===== src/hw/scrt_params.svh =====
// Register offsets, field positions, reset values and divider counts
`ifndef SCRT_PARAMS_SVH
`define SCRT_PARAMS_SVH

// Register offsets
`define SCRT_ADDR_CTRL    8'h91
`define SCRT_ADDR_RL_LO   8'h92
`define SCRT_ADDR_RL_HI   8'h93
`define SCRT_ADDR_CNT_LO  8'h94
`define SCRT_ADDR_CNT_HI  8'h95
`define SCRT_ADDR_CKCTL   8'h8e
`define SCRT_ADDR_STS     8'h96
`define SCRT_ADDR_MSK     8'h97

// Control register fields
`define SCRT_BIT_HI_FLAG  7
`define SCRT_BIT_LO_FLAG  6
`define SCRT_BIT_LO_IEN   5
`define SCRT_BIT_CAP_EN   4
`define SCRT_BIT_SPLIT    3
`define SCRT_BIT_RUN      2
`define SCRT_BIT_UNUSED   1
`define SCRT_BIT_XCLK     0
`define SCRT_CTRL_WMASK   8'hfd

// Clock control fields
`define SCRT_BIT_LO_CSEL  0
`define SCRT_BIT_HI_CSEL  1
`define SCRT_CKCTL_WMASK  8'h03

// Interrupt status fields
`define SCRT_EVT_HI       0
`define SCRT_EVT_LO       1
`define SCRT_EVT_CAP      2
`define SCRT_EVT_WMASK    8'h07

// Reset values
`define SCRT_RST_BYTE     8'h00

// Divider counts
`define SCRT_SYS_DIV      4'd12
`define SCRT_EXT_DIV      4'd8

`endif


===== src/hw/scrt_pkg.sv =====
// Types shared by the timer files
package scrt_pkg;

  typedef logic [7:0] scrt_byte_t;

  // Operating mode, coded as {capture enable, split enable}
  typedef enum logic [1:0] {
    SCRT_AUTO16 = 2'b00,
    SCRT_SPLIT8 = 2'b01,
    SCRT_CAP16  = 2'b10,
    SCRT_CAP8   = 2'b11
  } scrt_mode_t;

endpackage : scrt_pkg


===== src/hw/scrt_tick_gen.sv =====
// Count ticks: system clock by twelve and synchronised oscillator by eight
`timescale 1ns/1ps
`default_nettype none
`include "scrt_params.svh"

module scrt_tick_gen (
  input  wire logic clk_sys_in,
  input  wire logic rstn_in,
  input  wire logic ce_in,
  input  wire logic ext_osc_in,
  output logic      div12_tick_out,
  output logic      ext8_tick_out
);
  import scrt_pkg::*;

  logic       sync1_q;
  logic       sync2_q;
  logic       sync3_q;
  logic [3:0] sys_cnt_q;
  logic [3:0] ext_cnt_q;
  wire        ext_rise;
  wire        sys_last;
  wire        ext_last;

  // Rising edge seen only after the two-stage synchroniser
  assign ext_rise = sync2_q & ~sync3_q;
  assign sys_last = (sys_cnt_q == (`SCRT_SYS_DIV - 4'd1));
  assign ext_last = (ext_cnt_q == (`SCRT_EXT_DIV - 4'd1));
  assign div12_tick_out = ce_in & sys_last;
  assign ext8_tick_out  = ce_in & ext_rise & ext_last;

  // Synchroniser, then edge history for the detector
  always_ff @(posedge clk_sys_in or negedge rstn_in) begin
    if (!rstn_in) begin
      sync1_q <= 1'b0;
      sync2_q <= 1'b0;
      sync3_q <= 1'b0;
    end else if (ce_in) begin
      sync1_q <= ext_osc_in;
      sync2_q <= sync1_q;
      sync3_q <= sync2_q;
    end
  end

  // Divider counters
  always_ff @(posedge clk_sys_in or negedge rstn_in) begin
    if (!rstn_in) begin
      sys_cnt_q <= 4'h0;
      ext_cnt_q <= 4'h0;
    end else if (ce_in) begin
      sys_cnt_q <= sys_last ? 4'h0 : sys_cnt_q + 4'h1;
      if (ext_rise) begin
        ext_cnt_q <= ext_last ? 4'h0 : ext_cnt_q + 4'h1;
      end
    end
  end

endmodule : scrt_tick_gen
`default_nettype wire


===== src/hw/scrt_irq.sv =====
// Sticky event status, mask and level interrupt output
`timescale 1ns/1ps
`default_nettype none
`include "scrt_params.svh"

module scrt_irq (
  input  wire logic              clk_sys_in,
  input  wire logic              rstn_in,
  input  wire logic              ce_in,
  input  wire logic [2:0]        evt_in,
  input  wire logic              sts_wr_in,
  input  wire logic              msk_wr_in,
  input  wire scrt_pkg::scrt_byte_t wdata_in,
  output scrt_pkg::scrt_byte_t   sts_out,
  output scrt_pkg::scrt_byte_t   msk_out,
  output logic                   irq_out
);
  import scrt_pkg::*;

  logic [2:0] sts_q;
  logic [2:0] msk_q;
  logic       irq_q;
  wire  [2:0] sts_clr;
  wire  [2:0] sts_d;

  // Write one clears; a new event in the same cycle wins
  assign sts_clr = sts_wr_in ? wdata_in[2:0] : 3'b000;
  assign sts_d   = (sts_q & ~sts_clr) | evt_in;
  assign sts_out = {5'b00000, sts_q};
  assign msk_out = {5'b00000, msk_q};
  assign irq_out = irq_q;

  always_ff @(posedge clk_sys_in or negedge rstn_in) begin
    if (!rstn_in) begin
      sts_q <= 3'b000;
      msk_q <= 3'b000;
      irq_q <= 1'b0;
    end else if (ce_in) begin
      sts_q <= sts_d;
      if (msk_wr_in) begin
        msk_q <= wdata_in[2:0];
      end
      irq_q <= |(sts_q & msk_q);
    end
  end

endmodule : scrt_irq
`default_nettype wire


===== src/hw/scrt_timer.sv =====
// Timer with auto-reload, split byte and frame capture modes
`timescale 1ns/1ps
`default_nettype none
`include "scrt_params.svh"

// Behaviour
// - 16-bit mode counts up; on FFFF wrap loads reload and sets high flag.
// - 16-bit overflow interrupts; low byte wrap also when low enable set.
// - Split mode runs two 8-bit timers, each reloading from own byte.
// - Run bit gates the timer; in split mode only the high byte.
// - Split byte clock: system clock, else by twelve or external by eight.
// - External divided tick is synchronised to the system clock.
// - Split flags set per byte wrap; interrupts on high, or either if enabled.
// - Low flag sets on every low byte wrap in every mode.
// - Hardware never clears the flags; software writes zero.
// - An enabled set flag raises the timer interrupt request.
// - Capture 16-bit counts and wraps; frame start copies count to reload.
// - Capture split counts bytes, wrap to zero; frame copies both bytes.
// - One external select serves both bytes; each may pick system clock.
// - Control bit 1 reads zero and ignores writes.
// - Reload bytes hold reload or captured count, CPU read and write.
// - Count bytes are CPU read and write, one or two counts, reset zero.
module scrt_timer (
  input  wire logic                 clk_sys_in,
  input  wire logic                 rstn_in,
  input  wire logic                 ce_in,
  input  wire logic                 ext_osc_in,
  input  wire logic                 sof_pulse_in,
  input  wire logic [7:0]           addr_in,
  input  wire scrt_pkg::scrt_byte_t wdata_in,
  input  wire logic                 wr_in,
  input  wire logic                 rd_in,
  output scrt_pkg::scrt_byte_t      rdata_out,
  output logic                      irq_out
);
  import scrt_pkg::*;

  scrt_byte_t ctrl_q;
  scrt_byte_t ckctl_q;
  scrt_byte_t rl_lo_q;
  scrt_byte_t rl_hi_q;
  scrt_byte_t cnt_lo_q;
  scrt_byte_t cnt_hi_q;
  scrt_byte_t cnt_lo_d;
  scrt_byte_t cnt_hi_d;
  scrt_byte_t rdata_q;
  scrt_byte_t sts_w;
  scrt_byte_t msk_w;
  scrt_mode_t mode;
  logic       div12_tick;
  logic       ext8_tick;

  wire        wr_ctrl;
  wire        wr_ckctl;
  wire        wr_rl_lo;
  wire        wr_rl_hi;
  wire        wr_cnt_lo;
  wire        wr_cnt_hi;
  wire        wr_sts;
  wire        wr_msk;
  wire        run;
  wire        split;
  wire        cap_en;
  wire        xclk;
  wire        lo_ien;
  wire        alt_tick;
  wire        tick_lo;
  wire        tick_hi;
  wire        adv_lo;
  wire        adv_hi;
  wire        lo_wrap;
  wire        hi_wrap;
  wire        capture;
  wire [15:0] cnt16;
  wire [15:0] cnt16_inc;
  wire [2:0]  evt;
  wire [7:0]  rd_mux;
  wire [7:0]  ctrl_wr_val;
  wire [7:0]  ctrl_set;

  // Address decode for writes
  assign wr_ctrl   = wr_in & (addr_in == `SCRT_ADDR_CTRL);
  assign wr_ckctl  = wr_in & (addr_in == `SCRT_ADDR_CKCTL);
  assign wr_rl_lo  = wr_in & (addr_in == `SCRT_ADDR_RL_LO);
  assign wr_rl_hi  = wr_in & (addr_in == `SCRT_ADDR_RL_HI);
  assign wr_cnt_lo = wr_in & (addr_in == `SCRT_ADDR_CNT_LO);
  assign wr_cnt_hi = wr_in & (addr_in == `SCRT_ADDR_CNT_HI);
  assign wr_sts    = wr_in & (addr_in == `SCRT_ADDR_STS);
  assign wr_msk    = wr_in & (addr_in == `SCRT_ADDR_MSK);

  // Control fields and mode
  assign run    = ctrl_q[`SCRT_BIT_RUN];
  assign split  = ctrl_q[`SCRT_BIT_SPLIT];
  assign cap_en = ctrl_q[`SCRT_BIT_CAP_EN];
  assign xclk   = ctrl_q[`SCRT_BIT_XCLK];
  assign lo_ien = ctrl_q[`SCRT_BIT_LO_IEN];
  assign mode   = scrt_mode_t'({cap_en, split});

  // Tick sources
  scrt_tick_gen u_tick (
    .clk_sys_in     (clk_sys_in),
    .rstn_in        (rstn_in),
    .ce_in          (ce_in),
    .ext_osc_in     (ext_osc_in),
    .div12_tick_out (div12_tick),
    .ext8_tick_out  (ext8_tick)
  );

  // Per-byte clock choice, one external select for both
  assign alt_tick = xclk ? ext8_tick : div12_tick;
  assign tick_lo  = ckctl_q[`SCRT_BIT_LO_CSEL] ? ce_in : alt_tick;
  assign tick_hi  = ckctl_q[`SCRT_BIT_HI_CSEL] ? ce_in : alt_tick;

  // Advance enables; 16-bit modes carry from low byte
  assign adv_lo = split ? tick_lo : (tick_lo & run);
  assign adv_hi = split ? (tick_hi & run)
                        : (adv_lo & (cnt_lo_q == 8'hff));
  assign lo_wrap = adv_lo & (cnt_lo_q == 8'hff);
  assign hi_wrap = adv_hi & (cnt_hi_q == 8'hff);
  assign capture = cap_en & sof_pulse_in;

  assign cnt16     = {cnt_hi_q, cnt_lo_q};
  assign cnt16_inc = cnt16 + 16'h0001;

  // Next count per mode, before software writes
  always_comb begin
    cnt_lo_d = cnt_lo_q;
    cnt_hi_d = cnt_hi_q;
    unique case (mode)
      SCRT_AUTO16: begin
        if (hi_wrap) begin
          cnt_lo_d = rl_lo_q;
          cnt_hi_d = rl_hi_q;
        end else if (adv_lo) begin
          cnt_lo_d = cnt16_inc[7:0];
          cnt_hi_d = cnt16_inc[15:8];
        end
      end
      SCRT_CAP16: begin
        if (adv_lo) begin
          cnt_lo_d = cnt16_inc[7:0];
          cnt_hi_d = cnt16_inc[15:8];
        end
      end
      SCRT_SPLIT8: begin
        if (adv_lo) begin
          cnt_lo_d = lo_wrap ? rl_lo_q : cnt_lo_q + 8'h01;
        end
        if (adv_hi) begin
          cnt_hi_d = hi_wrap ? rl_hi_q : cnt_hi_q + 8'h01;
        end
      end
      SCRT_CAP8: begin
        if (adv_lo) begin
          cnt_lo_d = cnt_lo_q + 8'h01;
        end
        if (adv_hi) begin
          cnt_hi_d = cnt_hi_q + 8'h01;
        end
      end
    endcase
  end

  // Flag setting wins over a software clear in the same cycle
  assign ctrl_wr_val = wr_ctrl ? (wdata_in & `SCRT_CTRL_WMASK)
                               : ctrl_q;
  assign ctrl_set = {hi_wrap, lo_wrap, 6'b000000};

  // Count and reload registers; software writes override the count
  always_ff @(posedge clk_sys_in or negedge rstn_in) begin
    if (!rstn_in) begin
      cnt_lo_q <= `SCRT_RST_BYTE;
      cnt_hi_q <= `SCRT_RST_BYTE;
      rl_lo_q  <= `SCRT_RST_BYTE;
      rl_hi_q  <= `SCRT_RST_BYTE;
    end else if (ce_in) begin
      cnt_lo_q <= wr_cnt_lo ? wdata_in : cnt_lo_d;
      cnt_hi_q <= wr_cnt_hi ? wdata_in : cnt_hi_d;
      if (capture) begin
        rl_lo_q <= cnt_lo_q;
        rl_hi_q <= cnt_hi_q;
      end else begin
        rl_lo_q <= wr_rl_lo ? wdata_in : rl_lo_q;
        rl_hi_q <= wr_rl_hi ? wdata_in : rl_hi_q;
      end
    end
  end

  // Control and clock selection registers
  always_ff @(posedge clk_sys_in or negedge rstn_in) begin
    if (!rstn_in) begin
      ctrl_q  <= `SCRT_RST_BYTE;
      ckctl_q <= `SCRT_RST_BYTE;
    end else if (ce_in) begin
      ctrl_q <= ctrl_wr_val | ctrl_set;
      if (wr_ckctl) begin
        ckctl_q <= wdata_in & `SCRT_CKCTL_WMASK;
      end
    end
  end

  // Interrupt events: high wrap, enabled low wrap, frame capture
  assign evt[`SCRT_EVT_HI]  = hi_wrap;
  assign evt[`SCRT_EVT_LO]  = lo_wrap & lo_ien;
  assign evt[`SCRT_EVT_CAP] = capture;

  scrt_irq u_irq (
    .clk_sys_in (clk_sys_in),
    .rstn_in    (rstn_in),
    .ce_in      (ce_in),
    .evt_in     (evt),
    .sts_wr_in  (wr_sts),
    .msk_wr_in  (wr_msk),
    .wdata_in   (wdata_in),
    .sts_out    (sts_w),
    .msk_out    (msk_w),
    .irq_out    (irq_out)
  );

  // Read selection; unmapped addresses read zero
  assign rd_mux =
    (addr_in == `SCRT_ADDR_CTRL)   ? ctrl_q   :
    (addr_in == `SCRT_ADDR_CKCTL)  ? ckctl_q  :
    (addr_in == `SCRT_ADDR_RL_LO)  ? rl_lo_q  :
    (addr_in == `SCRT_ADDR_RL_HI)  ? rl_hi_q  :
    (addr_in == `SCRT_ADDR_CNT_LO) ? cnt_lo_q :
    (addr_in == `SCRT_ADDR_CNT_HI) ? cnt_hi_q :
    (addr_in == `SCRT_ADDR_STS)    ? sts_w    :
    (addr_in == `SCRT_ADDR_MSK)    ? msk_w    : 8'h00;

  // Read data stand only in the cycle after the strobe
  always_ff @(posedge clk_sys_in or negedge rstn_in) begin
    if (!rstn_in) begin
      rdata_q <= 8'h00;
    end else if (ce_in) begin
      rdata_q <= rd_in ? rd_mux : 8'h00;
    end
  end
  assign rdata_out = rdata_q;

  wire no_cnt_wr = ~wr_cnt_lo & ~wr_cnt_hi;
endmodule : scrt_timer
`default_nettype wire


===== config.mk =====
export PLATFORM = sky130hd
export DESIGN_NAME = scrt_timer
export DESIGN_NICKNAME = d
export VERILOG_FILES = /design/src/hw/scrt_pkg.sv /design/src/hw/scrt_tick_gen.sv /design/src/hw/scrt_irq.sv /design/src/hw/scrt_timer.sv
export VERILOG_INCLUDE_DIRS = /design/src /design/src/hw
export SDC_FILE = /design/constraint.sdc
export NUM_CORES = 1
export LEC_CHECK = 0
export ABC_AREA = 1
export CAP_MARGIN = 30
export CORE_MARGIN = 5
export CORE_UTILIZATION = 65
export CTS_CLUSTER_DIAMETER = 200
export DETAILED_ROUTE_END_ITERATION = 8
export DONT_BUFFER_PORTS = 1
export GPL_ROUTABILITY_DRIVEN = 0
export PLACE_DENSITY_LB_ADDON = 0.15
export SETUP_SLACK_MARGIN = 0.3
export SLEW_MARGIN = 30
export SYNTH_ARGS = -nofsm -noshare
export SYNTH_HDL_FRONTEND = slang
export SYNTH_SLANG_ARGS = --single-unit

===== constraint.sdc =====
create_clock -name clk_sys_in -period 2.75 [get_ports clk_sys_in]
set_clock_uncertainty 0.2 [all_clocks]
set_input_delay 0.275 -clock clk_sys_in [delete_from_list [all_inputs] [get_ports clk_sys_in]]
set_output_delay 0.275 -clock clk_sys_in [all_outputs]
set_load 0.005 [all_outputs]

==> results of run 1 <==
[path summary, 6_finish.rpt]
check / start / end / cells after the start
setup / recovery: u_tick.sys_cnt_q[0] / cnt_lo_q[2] / 12
hold / removal: wdata_in[0] / rl_lo_q[0] / 4
setup reg to reg: u_tick.sys_cnt_q[0] / cnt_lo_q[2] / 12
hold reg to reg: u_irq.msk_q[1] / u_irq.msk_q[1] / 2
max in group asynchronous: rstn_in / ctrl_q[2] / 2
min in group asynchronous: rstn_in / u_irq.msk_q[2] / 2
[flip-flops by register name, summed over array words and instances, names as in the netlist]
| register | count |
|---|---|
| u_tick.sys_cnt_q | 4 |
| u_tick.sync3_q | 1 |
| rl_hi_q | 8 |
| u_tick.sync2_q | 1 |
| ckctl_q | 2 |
| cnt_hi_q | 8 |
| rdata_out | 8 |
| u_tick.ext_cnt_q | 4 |
| rl_lo_q | 8 |
| u_tick.sync1_q | 1 |
| u_irq.sts_q | 3 |
| u_irq.irq_out | 1 |
| cnt_lo_q | 8 |
| ctrl_q | 7 |
| u_irq.msk_q | 3 |
[timing repair]
item / 4_1_cts / 5_1_grt
resized for setup: 0 / 18
setup buffers: 2 / 3
hold endpoints to repair: 97 / 0
hold buffers: 21 / 0
endpoints found under the setup margin: 7 / 14
pin swaps: 1 / 2
[critical path: cells and delay by family (launching register included)]
kind	cells	cell delay, ns
fa+ha+maj	1	0.23
buf+inv	3	0.38
flops	1	0.41
compound gates	2	0.32
simple gates	6	0.73
[cell families (layout without fill, tap and decap cells)]
| group | count (synthesis) | after routing |
|---|---|---|
| and+or+nand+nor | 389 | 389 |
| AOI/OAI and AO/OA | 149 | 149 |
| xor gates and xnor gates | 15 | 15 |
| adders and majority gates | 4 | 4 |
| DFF | 67 | 67 |
| buffers and inverters | 105 | 139 |
[placed cells by master (no fill, tap or decap), types with 4 or more instances in the layout]
cell and n:
sky130_fd_sc_hd__a21oi_1 27, sky130_fd_sc_hd__a31oi_1 8, sky130_fd_sc_hd__buf_4 21, sky130_fd_sc_hd__clkbuf_8 9
sky130_fd_sc_hd__dfrtp_1 67, sky130_fd_sc_hd__dlygate4sd3_1 19, sky130_fd_sc_hd__ha_1 4, sky130_fd_sc_hd__inv_1 73
sky130_fd_sc_hd__nand2_1 248, sky130_fd_sc_hd__nand3_1 58, sky130_fd_sc_hd__nand3_2 5, sky130_fd_sc_hd__nand4_1 7
sky130_fd_sc_hd__nor2_1 36, sky130_fd_sc_hd__nor3_1 14, sky130_fd_sc_hd__nor3_2 4, sky130_fd_sc_hd__o211ai_1 11
sky130_fd_sc_hd__o211ai_2 7, sky130_fd_sc_hd__o21ai_0 68, sky130_fd_sc_hd__o21ai_1 10, sky130_fd_sc_hd__o22ai_1 8
sky130_fd_sc_hd__or2_2 4, sky130_fd_sc_hd__xnor2_1 4, sky130_fd_sc_hd__xor2_1 11
[area by class of cell]
cell class | instances | area, um2
sequential | 67 | 1680
fill | 592 | 1760
timing repair buffer | 46 | 440
clock buffer | 10 | 128
inverter | 77 | 297
tap | 99 | 124
multi-input combinational | 557 | 2800
clock inverter | 6 | 65.1
[per-layer routing]
metal / up-vias / wire (um)
li1: 2467 / -
met1: 2493 / 5810
met2: 437 / 7290
met3: 105 / 2070
met4: 0 / 936
met5: - / 0
[stage by stage]
stage / total power, uW / cells / hold slack (ns) / util
2_1_floorplan: 1860 / 729 / -0.221 / -
3_3_place_gp: 2060 / 820 / -0.219 / 0.687
3_5_place_dp: 2100 / 820 / -0.219 / 0.687
4_1_cts: 3000 / 859 / 0.00328 / 0.747
5_1_grt: 3230 / 862 / 0.0245 / 0.758
6_report: 3060 / 862 / 0.0101 / 0.758
[synth_stat cells, drive strengths merged]
master / n
nor4: 1
clkbuf: 10
o22ai: 8
a21oi: 27
o21ai: 80
nand2: 251
clkinv: 1
and3: 1
inv: 76
o211ai: 18
o31ai: 1
xor2: 11
a21o: 1
nand4: 8
o21a: 1
xnor2: 4
nor2: 39
nand3: 63
buf: 18
dfrtp: 67
a211oi: 2
nor3: 20
o2111ai: 2
a22oi: 1
nand3b: 1
a31oi: 8
ha: 4
or2: 5
[power breakdown]
group,internal (uW),switching (uW),leakage [uW]
combinational,353,545,0.00181
clock,421,408,0.0000966
sequential,1150,186,0.000861
==> run_summary.xml, run 1 <==
<?xml version="1.0" encoding="UTF-8"?>
<metrics>
  <group name="status">
    <metric name="run_status" unit="">complete, no violations</metric>
  </group>
  <group name="final_layout">
    <metric name="finalInstanceArea" unit="um2">5530</metric>
    <metric name="layout_nets" unit="">785</metric>
    <metric name="insertedDiodeCount" unit="">0</metric>
    <metric name="areaGrowthSynthToFinish" unit="%">13.1</metric>
    <metric name="final_layout_size_suffix_gt1_frac" unit="">0.104</metric>
  </group>
  <group name="yosys">
    <metric name="synth_xor_area_frac" unit="">0.0269</metric>
    <metric name="synthDistinctLibCells" unit="">42</metric>
    <metric name="syn_inst" unit="">729</metric>
    <metric name="synthesized_netlist_net_count" unit="">756</metric>
    <metric name="netlist.top_cell.by_area" unit="">sky130_fd_sc_hd__dfrtp_1</metric>
    <metric name="combinational_family_with_the_most_area_after_synthesis" unit="">simple AND/OR/NAND/NOR gates</metric>
    <metric name="fraction_of_the_mapped_netlist_area_in_adder_cells" unit="">0.0102</metric>
    <metric name="synth-compound-area-share" unit="">0.184</metric>
    <metric name="synth.cell_area" unit="um2">4890</metric>
    <metric name="ys_seq_area_frac" unit="">0.343</metric>
    <metric name="synth_area_leaders" unit="">sky130_fd_sc_hd__dfrtp_1 (34%), sky130_fd_sc_hd__nand2_1 (19%), sky130_fd_sc_hd__o21ai_0 (7.2%), sky130_fd_sc_hd__nand3_1 (6.2%), sky130_fd_sc_hd__inv_1 (5.6%)</metric>
    <metric name="synth.area.mux_share" unit="">0</metric>
    <metric name="yosysWarnings" unit="">0</metric>
    <metric name="post_synth.cell_area_avg" unit="um2">6.70</metric>
    <metric name="postSynthRegisterBits" unit="">67</metric>
    <metric name="area_fraction_of_the_dominant_cell_type_after_synthesis" unit="">0.343</metric>
    <metric name="synth_simple_gate_area_share" unit="">0.344</metric>
  </group>
  <group name="floorplan">
    <metric name="floorplan.initialDensity" unit="">0.670</metric>
    <metric name="i_o_pin_total" unit="">32</metric>
    <metric name="placeableCoreArea" unit="um2">7290</metric>
    <metric name="fp.dieH" unit="um">96.7</metric>
    <metric name="row_count" unit="">31</metric>
    <metric name="die_x" unit="um">96.7</metric>
    <metric name="dieArea" unit="um2">9350</metric>
  </group>
  <group name="critical_path">
    <metric name="cp_cell_sequence" unit="">ha_1 -&gt; nand2_1 -&gt; inv_1 -&gt; nand3b_1 -&gt; nand3_2 -&gt; nand2_4 -&gt; clkinv_4 -&gt; o31ai_4 -&gt; buf_4 -&gt; a21oi_1 -&gt; nand2_1 -&gt; nand2_1</metric>
    <metric name="path_class" unit="">flip-flop to flip-flop</metric>
    <metric name="cp_data_required_time" unit="ns">2.79</metric>
    <metric name="worstPathArrival" unit="ns">2.43</metric>
    <metric name="critPathMaxStageDelay" unit="ns">0.41</metric>
    <metric name="critical_path.slowest_cell" unit="">sky130_fd_sc_hd__dfrtp_1</metric>
    <metric name="worstPathMaxFanout" unit="">16</metric>
    <metric name="cpMostUsedCell" unit="">sky130_fd_sc_hd__nand2_1</metric>
    <metric name="timing.critical_path.from_type" unit="">flip-flop</metric>
    <metric name="setup.reg_to_reg.worst_slack" unit="ns">0.37</metric>
    <metric name="timing.critical_path.to_type" unit="">flip-flop</metric>
  </group>
  <group name="grt">
    <metric name="antenna_found_initial" unit="">0</metric>
    <metric name="use_met2" unit="">0.537</metric>
    <metric name="gr-usage-met3" unit="">0.0993</metric>
    <metric name="vias_in_the_first_global_route" unit="">5209</metric>
    <metric name="gr-usage-met1" unit="">0.427</metric>
    <metric name="grt_start_max_net_pins" unit="">68</metric>
    <metric name="sum_of_overflow_across_all_layers_after_global_routing" unit="">0</metric>
    <metric name="grt_first_pass_wirelength" unit="um">26000</metric>
    <metric name="grtUsageTotal" unit="">0.340</metric>
    <metric name="grt.busiest_layer" unit="">met2</metric>
  </group>
  <group name="timing">
    <metric name="fin_tns_setup" unit="ns">0</metric>
    <metric name="max_freq" unit="MHz">420</metric>
    <metric name="slew_headroom" unit="">0.613</metric>
    <metric name="setup-violations-final" unit="">0</metric>
    <metric name="setup_ws" unit="ns">0.370</metric>
    <metric name="post-route-period-util" unit="">0.866</metric>
    <metric name="rsz0062_at_grt" unit="">no</metric>
    <metric name="hold_viol_final" unit="">0</metric>
    <metric name="period_minus_slack" unit="ns">2.38</metric>
    <metric name="finalMaxSlewViolations" unit="">0</metric>
    <metric name="worst-slew-pin-transition" unit="ns">0.576</metric>
  </group>
  <group name="clocking">
    <metric name="htree_levels" unit="">3</metric>
    <metric name="cts_tree" unit="">done</metric>
    <metric name="ctsRootBufferMaster" unit="">sky130_fd_sc_hd__clkbuf_8</metric>
    <metric name="clock_sinks" unit="">67</metric>
    <metric name="cts_made_buffers" unit="">9</metric>
    <metric name="clock_path_buffers" unit="">2</metric>
    <metric name="clk_pin_slew_worst_paths" unit="ns">0.08</metric>
    <metric name="worstSkewPairLatency" unit="ns">0.36</metric>
  </group>
  <group name="route">
    <metric name="drt_pass1_iterations" unit="">6</metric>
    <metric name="detail-route-antenna-nets" unit="">0</metric>
    <metric name="drc" unit="">0</metric>
    <metric name="via_count" unit="">5502</metric>
    <metric name="wirelength" unit="um">16100</metric>
    <metric name="drt-vias-per-instance" unit="">6.38</metric>
    <metric name="drt_iter0_markers" unit="">819</metric>
    <metric name="routedWlPerCell" unit="um">18.7</metric>
  </group>
  <group name="place">
    <metric name="dp_slack" unit="ns">0.294</metric>
    <metric name="detailedPlacementHpwl" unit="um">11200</metric>
    <metric name="instance_area_at_placement" unit="um2">5010</metric>
    <metric name="io_buffer_count" unit="">0</metric>
  </group>
  <group name="power_and_ir_drop">
    <metric name="p_leak" unit="uW">0.00277</metric>
    <metric name="vdd_ir_drop_max" unit="uV">363</metric>
    <metric name="powerDensity" unit="nW/um2">554</metric>
  </group>
  <group name="worst_hold_path">
    <metric name="min-delay-path-class" unit="">primary input to flip-flop</metric>
  </group>
  <group name="job">
    <metric name="cap_viol_max_count" unit="">0</metric>
  </group>
</metrics>
(Power assumes the default switching activity.)
==> run 2, diff against run 1 <==
--- a/config.mk
+++ b/config.mk
@@ -16,4 +16,5 @@
 export GPL_ROUTABILITY_DRIVEN = 0
 export PLACE_DENSITY_LB_ADDON = 0.15
+export REMOVE_ABC_BUFFERS = 1
 export SETUP_SLACK_MARGIN = 0.3
 export SLEW_MARGIN = 30
--- a/constraint.sdc
+++ b/constraint.sdc
@@ -3,3 +3,3 @@
 set_input_delay 0.275 -clock clk_sys_in [delete_from_list [all_inputs] [get_ports clk_sys_in]]
 set_output_delay 0.275 -clock clk_sys_in [all_outputs]
-set_load 0.005 [all_outputs]
+set_load 0.05 [all_outputs]
==> run 2 against run 1 <==
  * Routed wire length up 7.7%
  * Sequential share of layout area decreased by 0.74 points
  * Highest routed layer unchanged
  * Critical path depth is 8 lower
  * Hold slack better by 0.024 ns
  * Combinational power rose by 5.9%
  * Clock power up 6.4%
  * Sequential cell count did not move
  * Worst setup slack worse by 0.020 ns
  * The flow now finishes with violations (DRC)
  * Global-route usage is 1.2 points higher
  * Largest cell class unchanged
  * Fmax down 0.83%
  * Non-clock buffer count rose by 10
==> run_summary.xml, run 2 (synthesized netlist as in run 1, its figures left out) <==
<?xml version="1.0" encoding="UTF-8"?>
<metrics>
  <group name="power_and_ir_drop">
    <metric name="p_total" unit="uW">3170</metric>
    <metric name="powerDensity" unit="nW/um2">560</metric>
    <metric name="p_leak" unit="uW">0.00283</metric>
    <metric name="p_seq_frac" unit="">0.422</metric>
    <metric name="combinational_group_share_of_total_power" unit="">0.300</metric>
    <metric name="p_int" unit="uW">1990</metric>
    <metric name="switching_share" unit="">0.374</metric>
    <metric name="share_clk_of_total_power" unit="">0.278</metric>
    <metric name="vdd_ir_drop_max" unit="uV">344</metric>
    <metric name="p_sw" unit="uW">1190</metric>
  </group>
  <group name="final_layout">
    <metric name="layout_commonest_cell" unit="">sky130_fd_sc_hd__nand2_1</metric>
    <metric name="layout_nets" unit="">795</metric>
    <metric name="areaGrowthSynthToFinish" unit="%">16.0</metric>
    <metric name="finalInstanceArea" unit="um2">5670</metric>
    <metric name="mostFrequentLayoutCells" unit="">sky130_fd_sc_hd__nand2_1 (247), sky130_fd_sc_hd__inv_1 (73), sky130_fd_sc_hd__o21ai_0 (67), sky130_fd_sc_hd__dfrtp_1 (67), sky130_fd_sc_hd__nand3_1 (56)</metric>
    <metric name="final_layout_size_suffix_gt1_frac" unit="">0.119</metric>
  </group>
  <group name="clocking">
    <metric name="clock_sinks" unit="">67</metric>
    <metric name="clock_path_buffers" unit="">2</metric>
    <metric name="clk_pin_slew_worst_paths" unit="ns">0.07</metric>
    <metric name="htree_levels" unit="">3</metric>
    <metric name="cts_made_buffers" unit="">9</metric>
    <metric name="worstSkewPairLatency" unit="ns">0.36</metric>
    <metric name="cts_tree" unit="">done</metric>
    <metric name="ctsRootBufferMaster" unit="">sky130_fd_sc_hd__clkbuf_8</metric>
  </group>
  <group name="critical_path">
    <metric name="critical_path.slowest_cell" unit="">sky130_fd_sc_hd__dlygate4sd3_1</metric>
    <metric name="cp_cell_sequence" unit="">nand2_1 -&gt; nand2_1 -&gt; a31oi_1 -&gt; dlygate4sd3_1</metric>
    <metric name="worstPathMaxFanout" unit="">17</metric>
    <metric name="timing.critical_path.from_type" unit="">flip-flop</metric>
    <metric name="path_class" unit="">flip-flop to flip-flop</metric>
    <metric name="timing.critical_path.to_type" unit="">flip-flop</metric>
    <metric name="critPathMaxStageDelay" unit="ns">0.58</metric>
    <metric name="cpMostUsedCell" unit="">sky130_fd_sc_hd__nand2_1</metric>
    <metric name="worstPathArrival" unit="ns">2.49</metric>
    <metric name="cp_data_required_time" unit="ns">2.84</metric>
  </group>
  <group name="timing">
    <metric name="post-route-period-util" unit="">0.873</metric>
    <metric name="finalMaxSlewViolations" unit="">0</metric>
    <metric name="period_minus_slack" unit="ns">2.40</metric>
    <metric name="hold_viol_final" unit="">0</metric>
    <metric name="slew_headroom" unit="">0.564</metric>
    <metric name="worst-slew-pin-transition" unit="ns">0.652</metric>
    <metric name="max_freq" unit="MHz">417</metric>
    <metric name="rsz0062_at_grt" unit="">yes</metric>
    <metric name="whs" unit="ns">0.0343</metric>
    <metric name="setup-violations-final" unit="">0</metric>
  </group>
  <group name="grt">
    <metric name="antenna_found_initial" unit="">1</metric>
    <metric name="vias_in_the_first_global_route" unit="">5287</metric>
    <metric name="grtUsageTotal" unit="">0.352</metric>
    <metric name="sum_of_overflow_across_all_layers_after_global_routing" unit="">0</metric>
    <metric name="grt_start_max_net_pins" unit="">68</metric>
    <metric name="grt_first_pass_wirelength" unit="um">26700</metric>
  </group>
  <group name="route">
    <metric name="detail-route-antenna-nets" unit="">0</metric>
    <metric name="wirelength" unit="um">17400</metric>
    <metric name="drt_pass1_iterations" unit="">9</metric>
    <metric name="via_count" unit="">5735</metric>
    <metric name="routedWlPerCell" unit="um">19.9</metric>
    <metric name="drt_iter0_markers" unit="">985</metric>
    <metric name="drt-vias-per-instance" unit="">6.57</metric>
    <metric name="drc" unit="">40</metric>
  </group>
  <group name="status">
    <metric name="violations" unit="">DRC</metric>
    <metric name="run_status" unit="">finished, violations left</metric>
  </group>
  <group name="place">
    <metric name="detailedPlacementHpwl" unit="um">11400</metric>
    <metric name="instance_area_at_placement" unit="um2">5010</metric>
    <metric name="io_buffer_count" unit="">0</metric>
  </group>
  <group name="floorplan">
    <metric name="fp.dieH" unit="um">96.7</metric>
    <metric name="floorplan.initialDensity" unit="">0.670</metric>
    <metric name="die_x" unit="um">96.7</metric>
    <metric name="i_o_pin_total" unit="">32</metric>
    <metric name="placeableCoreArea" unit="um2">7290</metric>
    <metric name="dieArea" unit="um2">9350</metric>
    <metric name="row_count" unit="">31</metric>
  </group>
  <group name="job">
    <metric name="cap_viol_max_count" unit="">0</metric>
  </group>
  <group name="worst_hold_path">
    <metric name="min-delay-path-class" unit="">primary input to flip-flop</metric>
  </group>
</metrics>
-- run 2: cell types whose count changed in the layout (fill, tap and decap cells not counted), sizes merged --
cell	change
buf	+6
diode	+1
dlygate4sd3	+4
clkinv	-2
inv	+2
-- run 2: layout make-up --
class,count,area (um2)
tap,99,124
sequential,67,1680
clock inverter,6,72.6
clock buffer,10,138
inverter,77,299
fill,556,1620
timing repair buffer,56,518
antenna,1,2.50
multi-input combinational,557,2840
-- run 2: timing repair --
item	4_1_cts	5_1_grt
pin swaps	1	4
gates resized for setup	3	25
buffers inserted	2	8
hold buffers	24	1
endpoints found under the setup margin	11	16
endpoints found under the hold margin	95	1
cloned	0	1
-- run 2: layer usage --
| metal | wire length (um) | GRT usage |
|---|---|---|
| met5 | 0 | 0 |
| met4 | 1280 | 0.203 |
| met3 | 2570 | 0.106 |
| met2 | 7470 | 0.528 |
| met1 | 6050 | 0.449 |
-- run 2: per-stage QoR --
| step | worst slack (ns) | utilization | instances | setup TNS [ns] |
|---|---|---|---|---|
| global placement | 0.206 | 0.687 | 820 | 0 |
| global route | 0.239 | 0.777 | 873 | 0 |
| detailed placement | 0.152 | 0.687 | 820 | 0 |
| floorplan | -0.280 | - | 701 | -3.38 |
| CTS | 0.307 | 0.755 | 862 | 0 |
| finish | 0.350 | 0.777 | 873 | 0 |
-- run 2: final timing paths --
check                      slack (ns)           start             end  cells after the start
setup / recovery                 0.35       ctrl_q[4]      rl_lo_q[2]                      4
hold / removal                   0.03     wdata_in[1]      rl_hi_q[1]                      4
setup reg to reg                 0.35       ctrl_q[4]      rl_lo_q[2]                      4
hold reg to reg                  0.30  u_irq.msk_q[0]  u_irq.msk_q[0]                      2
max in group asynchronous        1.76         rstn_in      rl_lo_q[5]                      2
min in group asynchronous        0.27         rstn_in  u_tick.sync3_q                      2
-- run 2: power by group through the flow --
stage	clock (uW)	sequential (uW)	combinational [uW]
finish	882	1340	951
global route	929	1350	1040
CTS	881	1330	847
detailed placement	0	1340	757
global placement	0	1330	724
floorplan	0	1310	528
-- run 2: critical path: cells and delay by family, from the launching register on --
| kind | cells | cell delay (ns) |
|---|---|---|
| compound gates | 1 | 0.24 |
| buf+inv | 1 | 0.58 |
| flops | 1 | 0.53 |
| simple gates | 2 | 0.78 |
